## src/rtl/mdfp_pkg.sv

```systemverilog
package mdfp_pkg;
  // ---------------------------------------------------------------
  // register byte offsets
  // ---------------------------------------------------------------
  localparam logic [7:0] OFS_CTRL   = 8'h00; // control and clear command
  localparam logic [7:0] OFS_FILT   = 8'h04; // deglitch filters
  localparam logic [7:0] OFS_LOCK   = 8'h08; // lock policies and adc cap
  localparam logic [7:0] OFS_RETRY  = 8'h0c; // retry times
  localparam logic [7:0] OFS_STATUS = 8'h10; // sticky flags, read only
  // ---------------------------------------------------------------
  // field positions and reset values
  // ---------------------------------------------------------------
  localparam int CTRL_PROT_EN  = 0;  // supply high protection enable
  localparam int CTRL_LVL_SEL  = 1;  // 0: lower level, 1: upper level
  localparam int CTRL_WARN_REP = 2;  // heat warning reporting enable
  localparam int CTRL_OC_POL   = 4;  // two bit overcurrent policy
  localparam int CTRL_CLEAR    = 8;  // write one: clear fault command
  localparam logic [31:0] CTRL_RST  = 32'h0000_0001;
  localparam logic [31:0] FILT_RST  = 32'h0010_1010;
  localparam logic [31:0] LOCK_RST  = 32'h0fff_0099;
  localparam logic [31:0] RETRY_RST = 32'h03e8_03e8;
  // ---------------------------------------------------------------
  // policy codes and timing
  // ---------------------------------------------------------------
  localparam logic [1:0] OC_LATCH  = 2'h0;
  localparam logic [1:0] OC_RETRY  = 2'h1;
  localparam logic [1:0] OC_REPORT = 2'h2;
  localparam logic [3:0] LK_REPORT_CODE = 4'h8;
  localparam int CLK_PERIOD_NS = 10;    // 100 MHz
  localparam int RETRY_TICK_NS = 1000;  // retry times count in us
  localparam int TICK_CYCLES   = RETRY_TICK_NS / CLK_PERIOD_NS;
  localparam int NUM_FET       = 6;
  // ---------------------------------------------------------------
  // types
  // ---------------------------------------------------------------
  typedef enum {OC_IDLE, OC_HOLD, OC_WAIT}             mdfp_oc_t;
  typedef enum {LK_IDLE, LK_HOLD, LK_WAIT, LK_SHOW}    mdfp_lk_t;
  typedef struct packed {
    logic                pumpUv;     // charge pump below limit
    logic                supHiLow;   // supply above lower level
    logic                supHiHigh;  // supply above upper level
    logic [NUM_FET-1:0]  fetOc;      // per fet current above level
    logic                buckUv;     // buck feedback below limit
    logic                buckOc;     // buck high side above limit
    logic [2:0]          phaseCmp;   // phase comparators above cap
    logic                heatWarn;   // fet above warning limit
    logic                heatCool;   // fet below warning hysteresis
  } mdfp_pins_t;
  typedef struct packed {
    logic [11:0] phA;
    logic [11:0] phB;
    logic [11:0] phC;
  } mdfp_adc_t;
endpackage : mdfp_pkg

```

## src/rtl/mdfp_fault_protect.sv

```systemverilog
// Design decisions made here: the register addresses and the APB register port.
`timescale 1ns/1ns
// Summary of operation
// - pump undervoltage: bridge off, pin low, flags
// - supply overvoltage: bridge off, pin low, flags
// - protection enable zero skips overvoltage actions
// - select bit picks lower or upper level
// - fet overcurrent after filter, then policy
// - latched overcurrent: off until clear command
// - retry overcurrent: resume, clear summary later
// - overcurrent flags sticky until clear command
// - buck undervoltage recorded, regulation continues
// - buck overcurrent: switches hi-z, device reset
// - comparator lock after any phase filter
// - comparator latched: coded bridge, pin, flags
// - comparator recovery: coded bridge, clears after retry
// - comparator report only: flags, keep driving
// - comparator disabled code: no action
// - adc lock after any phase filter
// - adc latched: coded bridge, pin, flags
// - adc recovery: resume and clear after retry
// - adc report only and disabled handling
// - heat warning reported: pin low, flags
// - warning holds until cool and cleared
module mdfp_fault_protect #(
  parameter int FILT_W  = 8,   // deglitch counter width
  parameter int RETRY_W = 16   // retry counter width
) (
  input  wire logic                clk,
  input  wire logic                arst_n,
  input  wire logic                psel,
  input  wire logic                penable,
  input  wire logic                pwrite,
  input  wire logic [7:0]          paddr,
  input  wire logic [31:0]         pwdata,
  output logic                     pready,
  output logic [31:0]              prdata,
  output logic                     pslverr,
  input  wire mdfp_pkg::mdfp_pins_t pinsIn,
  input  wire logic                adcValid,
  input  wire mdfp_pkg::mdfp_adc_t adcSample,
  output logic                     faultOutLow_n,
  output logic                     bridgeOff,
  output logic                     highSideOn,
  output logic                     lowSideOn,
  output logic                     buckHiZ,
  output logic                     resetReq
);
  // ---------------------------------------------------------------
  // pin synchronisers
  // ---------------------------------------------------------------
  mdfp_pkg::mdfp_pins_t pinMeta_reg; // first stage, read by second only
  mdfp_pkg::mdfp_pins_t pin_reg;     // safe copy
  always_ff @(posedge clk or negedge arst_n) begin
    if (!arst_n) begin
      pinMeta_reg <= '0;
      pin_reg     <= '0;
    end else begin
      pinMeta_reg <= pinsIn;
      pin_reg     <= pinMeta_reg;
    end
  end
  // ---------------------------------------------------------------
  // apb registers
  // ---------------------------------------------------------------
  logic [31:0] ctrl_reg;   // control
  logic [31:0] filt_reg;   // filters
  logic [31:0] lock_reg;   // lock setup
  logic [31:0] retry_reg;  // retry times
  logic [31:0] status;     // assembled flags
  logic [31:0] rdMux;      // read selection
  wire         wrEn    = psel & penable & pwrite;      // write strike
  wire         mapped  = paddr <= mdfp_pkg::OFS_STATUS && paddr[1:0] == 2'h0;
  wire         clearCmd = wrEn && paddr == mdfp_pkg::OFS_CTRL
                          && pwdata[mdfp_pkg::CTRL_CLEAR]; // one cycle pulse
  assign pready  = 1'b1;
  assign pslverr = psel & penable & ~mapped;
  assign rdMux = (paddr == mdfp_pkg::OFS_CTRL)  ? ctrl_reg  :
                 (paddr == mdfp_pkg::OFS_FILT)  ? filt_reg  :
                 (paddr == mdfp_pkg::OFS_LOCK)  ? lock_reg  :
                 (paddr == mdfp_pkg::OFS_RETRY) ? retry_reg :
                 (paddr == mdfp_pkg::OFS_STATUS) ? status   : 32'h0000_0000;
  // register writes, clear bit self clears
  always_ff @(posedge clk or negedge arst_n) begin
    if (!arst_n) begin
      ctrl_reg  <= mdfp_pkg::CTRL_RST;
      filt_reg  <= mdfp_pkg::FILT_RST;
      lock_reg  <= mdfp_pkg::LOCK_RST;
      retry_reg <= mdfp_pkg::RETRY_RST;
    end else if (wrEn) begin
      if (paddr == mdfp_pkg::OFS_CTRL)  ctrl_reg  <= pwdata & 32'h0000_0037;
      if (paddr == mdfp_pkg::OFS_FILT)  filt_reg  <= pwdata & 32'h00ff_ffff;
      if (paddr == mdfp_pkg::OFS_LOCK)  lock_reg  <= pwdata & 32'h0fff_00ff;
      if (paddr == mdfp_pkg::OFS_RETRY) retry_reg <= pwdata;
    end
  end
  // read data captured in setup cycle
  always_ff @(posedge clk or negedge arst_n) begin
    if (!arst_n) prdata <= '0;
    else if (psel && !penable) prdata <= rdMux;
  end
  // ---------------------------------------------------------------
  // configuration fields
  // ---------------------------------------------------------------
  wire         protEn   = ctrl_reg[mdfp_pkg::CTRL_PROT_EN];
  wire         lvlSel   = ctrl_reg[mdfp_pkg::CTRL_LVL_SEL];
  wire         warnRep  = ctrl_reg[mdfp_pkg::CTRL_WARN_REP];
  wire [1:0]   ocPolicy = ctrl_reg[mdfp_pkg::CTRL_OC_POL +: 2];
  wire [FILT_W-1:0]  ocFilt  = filt_reg[FILT_W-1:0];
  wire [FILT_W-1:0]  lkFilt [2];
  wire [3:0]         lkPol  [2];
  wire [11:0]  adcCap   = lock_reg[27:16];
  wire [RETRY_W-1:0] drvRetry = retry_reg[RETRY_W-1:0];
  wire [RETRY_W-1:0] lkRetry  = retry_reg[16 +: RETRY_W];
  assign lkFilt[0] = filt_reg[8 +: FILT_W];
  assign lkFilt[1] = filt_reg[16 +: FILT_W];
  assign lkPol[0]  = lock_reg[3:0];
  assign lkPol[1]  = lock_reg[7:4];
  // ---------------------------------------------------------------
  // microsecond tick for retry times
  // ---------------------------------------------------------------
  // free running divider, one pulse per microsecond
  logic [7:0] tickCnt_reg;
  wire        tick = tickCnt_reg == 8'(mdfp_pkg::TICK_CYCLES - 1);
  always_ff @(posedge clk or negedge arst_n) begin
    if (!arst_n) tickCnt_reg <= '0;
    else tickCnt_reg <= tick ? 8'h00 : tickCnt_reg + 8'h01;
  end
  // ---------------------------------------------------------------
  // adc compare, held between samples
  // ---------------------------------------------------------------
  logic adcOver_reg;
  wire  adcOverNow = adcSample.phA > adcCap || adcSample.phB > adcCap
                     || adcSample.phC > adcCap;
  always_ff @(posedge clk or negedge arst_n) begin
    if (!arst_n) adcOver_reg <= 1'b0;
    else if (adcValid) adcOver_reg <= adcOverNow;
  end
  // ---------------------------------------------------------------
  // deglitch filters: six fets, buck, comparator lock, adc lock
  // ---------------------------------------------------------------
  localparam int NF = mdfp_pkg::NUM_FET + 3;
  logic [NF-1:0]     fRaw;      // raw condition per filter
  logic [FILT_W-1:0] fLim [NF]; // filter limit per filter
  logic [FILT_W-1:0] fCnt_reg [NF];
  logic [NF-1:0]     fHit;      // held longer than limit
  assign fRaw = {adcOver_reg, |pin_reg.phaseCmp, pin_reg.buckOc, pin_reg.fetOc};
  genvar gi;
  generate
    for (gi = 0; gi < NF; gi++) begin : g_filt
      assign fLim[gi] = (gi == NF-1) ? lkFilt[1] :
                        (gi == NF-2) ? lkFilt[0] : ocFilt;
      assign fHit[gi] = fRaw[gi] && fCnt_reg[gi] == fLim[gi];
      // count cycles the condition has held, saturating
      always_ff @(posedge clk or negedge arst_n) begin
        if (!arst_n) fCnt_reg[gi] <= '0;
        else if (!fRaw[gi]) fCnt_reg[gi] <= '0;
        else if (!fHit[gi]) fCnt_reg[gi] <= fCnt_reg[gi] + 1'b1;
      end
    end
  endgenerate
  wire [mdfp_pkg::NUM_FET-1:0] fetHit = fHit[mdfp_pkg::NUM_FET-1:0];
  wire ocEvent   = |fetHit;
  wire buckOcHit = fHit[mdfp_pkg::NUM_FET];
  wire lkEvt [2];
  assign lkEvt[0] = fHit[NF-2];
  assign lkEvt[1] = fHit[NF-1];
  // ---------------------------------------------------------------
  // supply and pump live conditions
  // ---------------------------------------------------------------
  wire supHi   = lvlSel ? pin_reg.supHiHigh : pin_reg.supHiLow;
  wire supAct  = protEn & supHi;
  wire pumpAct = pin_reg.pumpUv;
  // ---------------------------------------------------------------
  // fet overcurrent state machine
  // ---------------------------------------------------------------
  mdfp_pkg::mdfp_oc_t ocState_reg;
  logic [RETRY_W-1:0] ocTimer_reg;
  wire ocRetryDone = ocState_reg == mdfp_pkg::OC_WAIT && tick
                     && ocTimer_reg >= drvRetry;
  always_ff @(posedge clk or negedge arst_n) begin
    if (!arst_n) begin
      ocState_reg <= mdfp_pkg::OC_IDLE;
      ocTimer_reg <= '0;
    end else begin
      case (ocState_reg)
        mdfp_pkg::OC_IDLE: begin
          ocTimer_reg <= '0;
          if (ocEvent && ocPolicy == mdfp_pkg::OC_LATCH)
            ocState_reg <= mdfp_pkg::OC_HOLD;
          else if (ocEvent && ocPolicy == mdfp_pkg::OC_RETRY)
            ocState_reg <= mdfp_pkg::OC_WAIT;
        end
        mdfp_pkg::OC_HOLD: begin
          // condition gone and cleared by controller
          if (clearCmd && pin_reg.fetOc == '0)
            ocState_reg <= mdfp_pkg::OC_IDLE;
        end
        mdfp_pkg::OC_WAIT: begin
          if (tick) ocTimer_reg <= ocTimer_reg + 1'b1;
          if (ocRetryDone) ocState_reg <= mdfp_pkg::OC_IDLE;
        end
        default: ocState_reg <= mdfp_pkg::OC_IDLE;
      endcase
    end
  end
  wire ocShut   = ocState_reg != mdfp_pkg::OC_IDLE;
  wire ocReport = ocEvent && ocPolicy == mdfp_pkg::OC_REPORT;
  // ---------------------------------------------------------------
  // lock state machines: 0 comparator, 1 adc
  // ---------------------------------------------------------------
  mdfp_pkg::mdfp_lk_t lkState_reg [2];
  logic [RETRY_W-1:0] lkTimer_reg [2];
  logic [1:0] lkOff, lkHs, lkLs, lkAct, lkDone;
  generate
    for (gi = 0; gi < 2; gi++) begin : g_lock
      wire [3:0] p   = lkPol[gi];
      wire       dis = p[3] & p[0];
      wire       rep = p == mdfp_pkg::LK_REPORT_CODE;
      wire       hold = lkState_reg[gi] == mdfp_pkg::LK_HOLD
                        || lkState_reg[gi] == mdfp_pkg::LK_WAIT;
      wire       condOn = fRaw[NF-2+gi];
      assign lkDone[gi] = lkState_reg[gi] == mdfp_pkg::LK_WAIT && tick
                          && lkTimer_reg[gi] >= lkRetry;
      // coded bridge state while holding
      assign lkHs[gi]  = hold && p[1:0] == 2'h2;
      assign lkLs[gi]  = hold && p[1:0] == 2'h3;
      assign lkOff[gi] = hold && !p[1];
      assign lkAct[gi] = lkState_reg[gi] != mdfp_pkg::LK_IDLE;
      always_ff @(posedge clk or negedge arst_n) begin
        if (!arst_n) begin
          lkState_reg[gi] <= mdfp_pkg::LK_IDLE;
          lkTimer_reg[gi] <= '0;
        end else begin
          case (lkState_reg[gi])
            mdfp_pkg::LK_IDLE: begin
              lkTimer_reg[gi] <= '0;
              if (lkEvt[gi] && !dis) begin
                if (p[3:2] == 2'h0)
                  lkState_reg[gi] <= mdfp_pkg::LK_HOLD;
                else if (p[3:2] == 2'h1)
                  lkState_reg[gi] <= mdfp_pkg::LK_WAIT;
                else if (rep)
                  lkState_reg[gi] <= mdfp_pkg::LK_SHOW;
              end
            end
            mdfp_pkg::LK_HOLD, mdfp_pkg::LK_SHOW: begin
              if (clearCmd && !condOn)
                lkState_reg[gi] <= mdfp_pkg::LK_IDLE;
            end
            mdfp_pkg::LK_WAIT: begin
              if (tick) lkTimer_reg[gi] <= lkTimer_reg[gi] + 1'b1;
              if (lkDone[gi])
                lkState_reg[gi] <= mdfp_pkg::LK_IDLE;
            end
            default: lkState_reg[gi] <= mdfp_pkg::LK_IDLE;
          endcase
        end
      end
    end
  endgenerate
  // ---------------------------------------------------------------
  // sticky flags, set wins over clear
  // ---------------------------------------------------------------
  logic drvSum_reg, pumpFlag_reg, supFlag_reg, ocFlag_reg, regLow_reg;
  logic heatFlag_reg, warnFlag_reg;
  logic [mdfp_pkg::NUM_FET-1:0] fetFlag_reg;
  wire  ocSet   = ocEvent && ocPolicy != 2'h3;
  wire  warnSet = warnRep && pin_reg.heatWarn;
  wire  drvSet  = pumpAct | supAct | ocSet;
  always_ff @(posedge clk or negedge arst_n) begin
    if (!arst_n) begin
      drvSum_reg <= 1'b0;
      pumpFlag_reg <= 1'b0;
      supFlag_reg <= 1'b0;
      ocFlag_reg <= 1'b0;
      fetFlag_reg <= '0;
      regLow_reg <= 1'b0;
      heatFlag_reg <= 1'b0;
      warnFlag_reg <= 1'b0;
    end else begin
      drvSum_reg   <= drvSet | (drvSum_reg & ~clearCmd & ~ocRetryDone);
      pumpFlag_reg <= pumpAct | (pumpFlag_reg & ~clearCmd);
      supFlag_reg  <= supAct | (supFlag_reg & ~clearCmd);
      ocFlag_reg   <= ocSet | (ocFlag_reg & ~clearCmd);
      fetFlag_reg  <= (ocSet ? fetHit : '0)
                      | (fetFlag_reg & {mdfp_pkg::NUM_FET{~clearCmd}});
      regLow_reg   <= pin_reg.buckUv | (regLow_reg & ~clearCmd);
      // warning releases only when cool and cleared
      heatFlag_reg <= warnSet | (heatFlag_reg & ~(clearCmd & pin_reg.heatCool));
      warnFlag_reg <= warnSet | (warnFlag_reg & ~(clearCmd & pin_reg.heatCool));
    end
  end
  // controller summary follows any lock machine that is not idle
  wire ctrlSum = |lkAct;
  assign status = {16'h0000, fetFlag_reg, regLow_reg, warnFlag_reg, heatFlag_reg,
                   lkAct[1], lkAct[0], ctrlSum, ocFlag_reg, supFlag_reg,
                   pumpFlag_reg, drvSum_reg};
  // ---------------------------------------------------------------
  // bridge, pin and buck outputs
  // ---------------------------------------------------------------
  wire drvOff   = pumpAct | supAct | ocShut;
  wire offAll   = drvOff | (|lkOff);
  wire pinReq   = drvOff | ocReport | ctrlSum | warnFlag_reg;
  // off beats both clamps, comparator lock beats adc lock
  wire hsNext   = !offAll && lkHs[0] | (!offAll && !lkLs[0] && lkHs[1]);
  wire lsNext   = !offAll && !lkHs[0] && (lkLs[0] | (!lkHs[1] && lkLs[1]));
  always_ff @(posedge clk or negedge arst_n) begin
    if (!arst_n) begin
      faultOutLow_n <= 1'b1;
      bridgeOff     <= 1'b0;
      highSideOn    <= 1'b0;
      lowSideOn     <= 1'b0;
      buckHiZ       <= 1'b0;
      resetReq      <= 1'b0;
    end else begin
      faultOutLow_n <= ~pinReq;
      bridgeOff     <= offAll;
      highSideOn    <= hsNext;
      lowSideOn     <= lsNext;
      buckHiZ       <= buckHiZ | buckOcHit;
      resetReq      <= resetReq | buckOcHit;
    end
  end
endmodule : mdfp_fault_protect

```

## config.mk

```make
export PLATFORM = sky130hd
export DESIGN_NAME = mdfp_fault_protect
export DESIGN_NICKNAME = d
export VERILOG_FILES = /design/src/rtl/mdfp_pkg.sv /design/src/rtl/mdfp_fault_protect.sv
export SDC_FILE = /design/constraint.sdc
export NUM_CORES = 1
export LEC_CHECK = 0
export BUFFER_PORTS_ARGS = -buffer_cell sky130_fd_sc_hd__buf_2
export CAP_MARGIN = 5
export CORE_ASPECT_RATIO = 0.6
export CORE_MARGIN = 5
export CORE_UTILIZATION = 34
export DETAILED_ROUTE_END_ITERATION = 10
export PLACE_DENSITY = 0.53
export SLEW_MARGIN = 20
export SYNTH_ARGS = -nofsm -noshare
export SYNTH_HDL_FRONTEND = slang
export SYNTH_SLANG_ARGS = --single-unit
```

## constraint.sdc

```tcl
create_clock -name clk -period 9.6 [get_ports clk]
set_input_delay 2.88 -clock clk [delete_from_list [all_inputs] [get_ports clk]]
set_output_delay 2.88 -clock clk [all_outputs]
set_load 0.01 [all_outputs]
```

Yosys cells after proc, flatten, opt, wreduce, memory -nomap -nowiden --
Index checks and enable logic that the tools add are counted.
Cells by class: add/subtract/negate cells 13, $lt $le $gt $ge 7, equality and inequality tests 61, mux-type cells 51, bitwise operators 40, reductions and logical operators 87
Operators with widths (count):
- 32-bit 2-to-1 mux | 20
- 32-bit case mux with 3 select lines | 3
- 32-bit by 2-bit == test with 1-bit output, second input constant | 7
- 8-bit 2-to-1 mux | 19
- 32-bit by 1-bit == test with 1-bit output, second input constant | 3
- 32-bit by 3-bit == test with 1-bit output, second input constant | 3
- 32-bit zero test | 3
- 16-bit case mux with 2 select lines | 3
- 32-bit nonzero test | 3
- 8-bit by 1-bit adder with 8-bit output, second input constant | 10
- 8-bit == test | 9
- 16-bit 2-to-1 mux | 4
- 16-bit by 1-bit adder with 16-bit output, second input constant | 3
- 16-bit greater-or-equal comparator | 3
- 2-bit != test, second input constant | 21
- 1-bit logical AND | 41
- 12-bit > comparator | 3
- 1-bit bitwise OR | 18
- 8-bit by 4-bit == test with 1-bit output, second input constant | 2
- 1-bit bitwise AND | 15
- 2-bit AND reduction | 7
- 1-bit zero test | 11
- 2-bit == test, second input constant | 5
- 4-bit == test, second input constant | 2
- other kinds (22) | 41
Storage, ports and cells: flip-flop bits (word level) 389, input port bits 98, output and inout bits 40, logic and storage cells 313

Longest topological paths before layout --
depth after elaboration 10, gate-level depth with buffers 9, depth with buffers taken out 9

Least setup slack after synthesis --
No wires, ideal clock.
path type in2out, start input port paddr[1], end output port pslverr, arrival time 4.289 ns, data required time 6.720 ns, path slack 2.431 ns, stages on the path 4, path buffers 1, path through or4_1 > buf_2 > nor3_1 > nor3_1
On the way: longest elaborated chain between the ends 4, elaborated cells on any way between the ends 5, those cells by class 1 x order compare; 2 x bitwise; 2 x reduce/logical
RTL lines:
- from (decl) | RTL line mdfp_fault_protect.sv:34 | input wire logic [7:0] paddr,
- 8-bit by 5-bit <= comparator with 1-bit output / 2-bit zero test (equally long branches) | RTL line mdfp_fault_protect.sv:73 | wire mapped = paddr <= mdfp_pkg::OFS_STATUS && paddr[1:0] == 2'h0;
- 1-bit logical AND * | RTL line mdfp_fault_protect.sv:73
- 1-bit inverter * | RTL line mdfp_fault_protect.sv:77 | assign pslverr = psel & penable & ~mapped;
- 1-bit bitwise AND * | RTL line mdfp_fault_protect.sv:77
- to (decl) | RTL line mdfp_fault_protect.sv:38 | output logic pslverr,
Every way passes the cells marked *; elsewhere a longest branch is shown, timed or not.

Final worst setup path --
Same ends and word-level chain as after synthesis.

==> flow_summary_export.csv <==
group,metric,value,unit
clock_tree,cts_buffers,34,
yosys,synth_compound_area_share,10.04,%
yosys,synth-async-reset-ratio,100.0,%
timing,finalSetupViolations,0,
timing,fin_skew,19.84,ps
critical_path,path_cells,"buf_2 > or4_1 > nor3_4 > nor3_1 > buf_2",
grt,grt_pass1_wl,66180,um
finish,register_area,7523,um^2
grt,grt_usage,16.20,%
yosys,synth.top_cell.area_share,41.55,%
min_path,worstHoldPathCells,0,
critical_path,cpMaxStageDelayCell,"or4_1",
power_and_ir_drop,power.switching,908.1,uW
clock_tree,ctsResizeCount,0,
timing,rsz0062_at_grt,"no",
power_and_ir_drop,ir_drop,0.1239,mV
yosys,yosys.area_share.simple,15.15,%
finish,nFillCells,4488,
yosys,syn_area_per_cell,10.70,um^2
critical_path,ff2ff_path_depth,7,
drt,ant_nets,0,
floorplanning,die_x,290.2,um
floorplanning,rows,61,
drt,wl,42520,um
yosys,synth_xor_area_share,9.021,%
critical_path,path_max_fanout,15,
yosys,synth_top_family_by_area,"simple AND/OR/NAND/NOR gates",
yosys,ys_seq_elements,299,
critical_path,cp-start-kind,"primary input",
finish,multi_input_area,7975,um^2
timing,slew_violations,0,
clock_tree,cts_htree_levels,2,
drt,via_per_inst,5.073,
drt,post-route-drc-count,0,
timing,timing.slew.headroom,33.93,%
yosys,netlist_area,16020,um^2
critical_path,rrSetupSlack,6740,ps
yosys,ys.flop_type,"dfrtp_1",
outcome,status,"completed",
yosys,synth.most_common_cell,"dfrtp_1",
placed_design,portBuffers,136,
floorplanning,dieArea,51700,um^2
min_path,hold_class,"reg -> reg",
min_path,holdPathEnd,"pin_reg[4]",
power_and_ir_drop,seqPwrFrac,43.9,%
clock_tree,clk_latency,520,ps
critical_path,end_kind,"primary output",
power_and_ir_drop,switching_share,28.02,%
finish,syn2layout_area_growth,15.21,%
yosys,synth_cells,1497,
yosys,synth_nets,1700,
floorplanning,ios,138,
critical_path,worst_path_most_repeated_cell,"buf_2",
yosys,synth_top_cell_by_area,"dfrtp_1",
clock_tree,cts_buffer_depth,3,
clock_tree,cts_setup_buffers,0,
power_and_ir_drop,combPwrFrac,16.2,%
clock_tree,cts_tree,"built",
finish,nets,1828,
power_and_ir_drop,leakage,0.008596,uW
critical_path,worstPathArrival,4590,ps
power_and_ir_drop,powerDensity,175.6,nW/um^2
yosys,yosysWarningCount,0,
power_and_ir_drop,internal_power,2333,uW
job,drv_cap,0,
grt,antenna_found_initial,3,
drt,wire_per_inst,18.64,um
finish,postLayoutCoreUtil,39.71,%
grt,grt.overflow.total,0,
timing,worstMarginPinSlew,987.5,ps
critical_path,worstPathRequired,6720,ps
clock_tree,cts_hold_buf,0,
critical_path,rr_startpoint,"filt_reg[3]",
yosys,synth_edf_count,0,
yosys,muxShareOfSynthArea,7.295,%
placed_design,hpwl,31260,um
finish,largest_reg_flops,72,
drt,dr.first_iter.drc_count,1012,
timing,period_needed,7471,ps
floorplanning,fp.coreArea,46480,um^2
grt,grt_pass1_vias,11371,
critical_path,path_class,"in -> out",
grt,grt_max_degree,158,
timing,fmax,133.8,MHz
clock_tree,clock-root-buffer,"clkbuf_16",
floorplanning,die_h,178.1,um
drt,dr.pass1.iters,7,
yosys,ys_seq_area_share,46.97,%
timing,fin_tns_setup,0,ps
yosys,yosys-top-cells-area,"dfrtp_1, ha_1, xnor2_1",
timing,post-route-period-util,77.83,%
drt,dr_total_vias,11571,
finish,drive_gt1_share,16.92,%
critical_path,crit_path_max_incr_delay,680,ps
critical_path,cp-startpoint,"paddr[1]",
clock_tree,cts.clk_slew.worst_paths,60,ps
yosys,synth_common_cells,"dfrtp_1, xnor2_1, ha_1",
placed_design,place_congestion,0.8897,
min_path,min_from,"pinMeta_reg[4]",
critical_path,r2r_end,"ocState_reg[1]",
floorplanning,initial_core_util,34.46,%
power_and_ir_drop,p_clk_share,39.9,%
clock_tree,cts_sinks,299,
timing,hold_viol,0,
yosys,yosysUniqueCellTypes,67,
yosys,synth-adder-area-share,8.201,%
[worst max path at each step]
stage                         end  slack [ps]  depth (start not counted)
after global routing      pslverr        2070                          5
final                     pslverr        2130                          5
after global placement    pslverr        2120                          5
after detailed placement  pslverr        2090                          5
after CTS                 pslverr        2090                          5
after floorplan           pslverr        2430                          4
[placed cells by master (no fill, tap or decap), types with 7 or more instances in the layout]
cell type | synthesis | layout
dfrtp_1 | 266 | 266
buf_2 | 17 | 135
xnor2_1 | 118 | 118
ha_1 | 105 | 105
nor2_1 | 93 | 92
nand2_1 | 87 | 87
inv_1 | 74 | 74
and2_1 | 62 | 62
nand4_1 | 50 | 50
a21oi_1 | 49 | 49
nand3_1 | 48 | 47
o21ai_0 | 47 | 47
mux2_1 | 47 | 47
xor2_1 | 47 | 47
clkbuf_16 | 0 | 37
dfstp_2 | 33 | 33
and3_1 | 30 | 30
o21ai_1 | 26 | 26
a21o_1 | 25 | 25
nor2b_1 | 24 | 24
mux2_4 | 20 | 20
mux2i_1 | 17 | 17
nor3_1 | 16 | 16
mux2_2 | 15 | 15
a22o_1 | 12 | 12
nand2b_1 | 11 | 11
a222oi_1 | 11 | 11
a221oi_1 | 11 | 11
clkbuf_1 | 30 | 10
or3_1 | 9 | 9
a31oi_1 | 8 | 8
o31ai_1 | 8 | 8
buf_4 | 1 | 8
or4_1 | 7 | 7
a32o_1 | 7 | 7
[layout make-up]
class / instances / share of cell area, %
multi-input combinational: 1070 / 43.21
clock buffer: 52 / 5.593
clock inverter: 8 / 0.4271
antenna: 2 / 0.02712
timing repair buffer: 145 / 4.176
sequential: 299 / 40.77
inverter: 75 / 1.525
tap: 630 / 4.271
[metal layers]
metal | part of all wire [%] | vias up | GRT usage, %
met3 | 5.0 | 79 | 2.962
li1 | - | 5574 | -
met4 | 2.7 | 0 | 4.376
met1 | 51 | 5670 | 24.69
met2 | 42 | 248 | 23.59
met5 | 0 | - | 0
[worst max-delay path, delay by kind of cell]
| family | cells | cell delay [ps] |
|---|---|---|
| buffers and inverters | 2 | 270 |
| and+or+nand+nor | 3 | 1430 |
[cell families after synthesis]
group,after synthesis
other cells,1
fa+ha+maj,105
mux,99
flops,299
simple gates,459
buf+inv,128
xor+xnor,165
compound gates,241
[through the flow]
stage          instances  hold WS [ps]  area, um^2  power, uW  worst slack [ps]
2_1_floorplan       1497         331.2       16020       1778              2431
3_3_place_gp        2219         336.2       17330       1958              2124
3_5_place_dp        2219         336.2       17340       1970              2093
4_1_cts             2279         349.6       18450       3290              2085
5_1_grt             2281         357.6       18460       3420              2074
6_report            2281         346.6       18460       3241              2129
[power by group through the flow]
| stage | combinational, uW | clock, uW | sequential (uW) |
|---|---|---|---|
| floorplan | 363 | 0 | 1410 |
| global route | 596 | 1390 | 1440 |
| CTS | 529 | 1340 | 1420 |
| detailed placement | 525 | 0 | 1450 |
| finish | 524 | 1290 | 1420 |
| global placement | 515 | 0 | 1440 |
No activity file was read; power rests on OpenSTA's default activity.
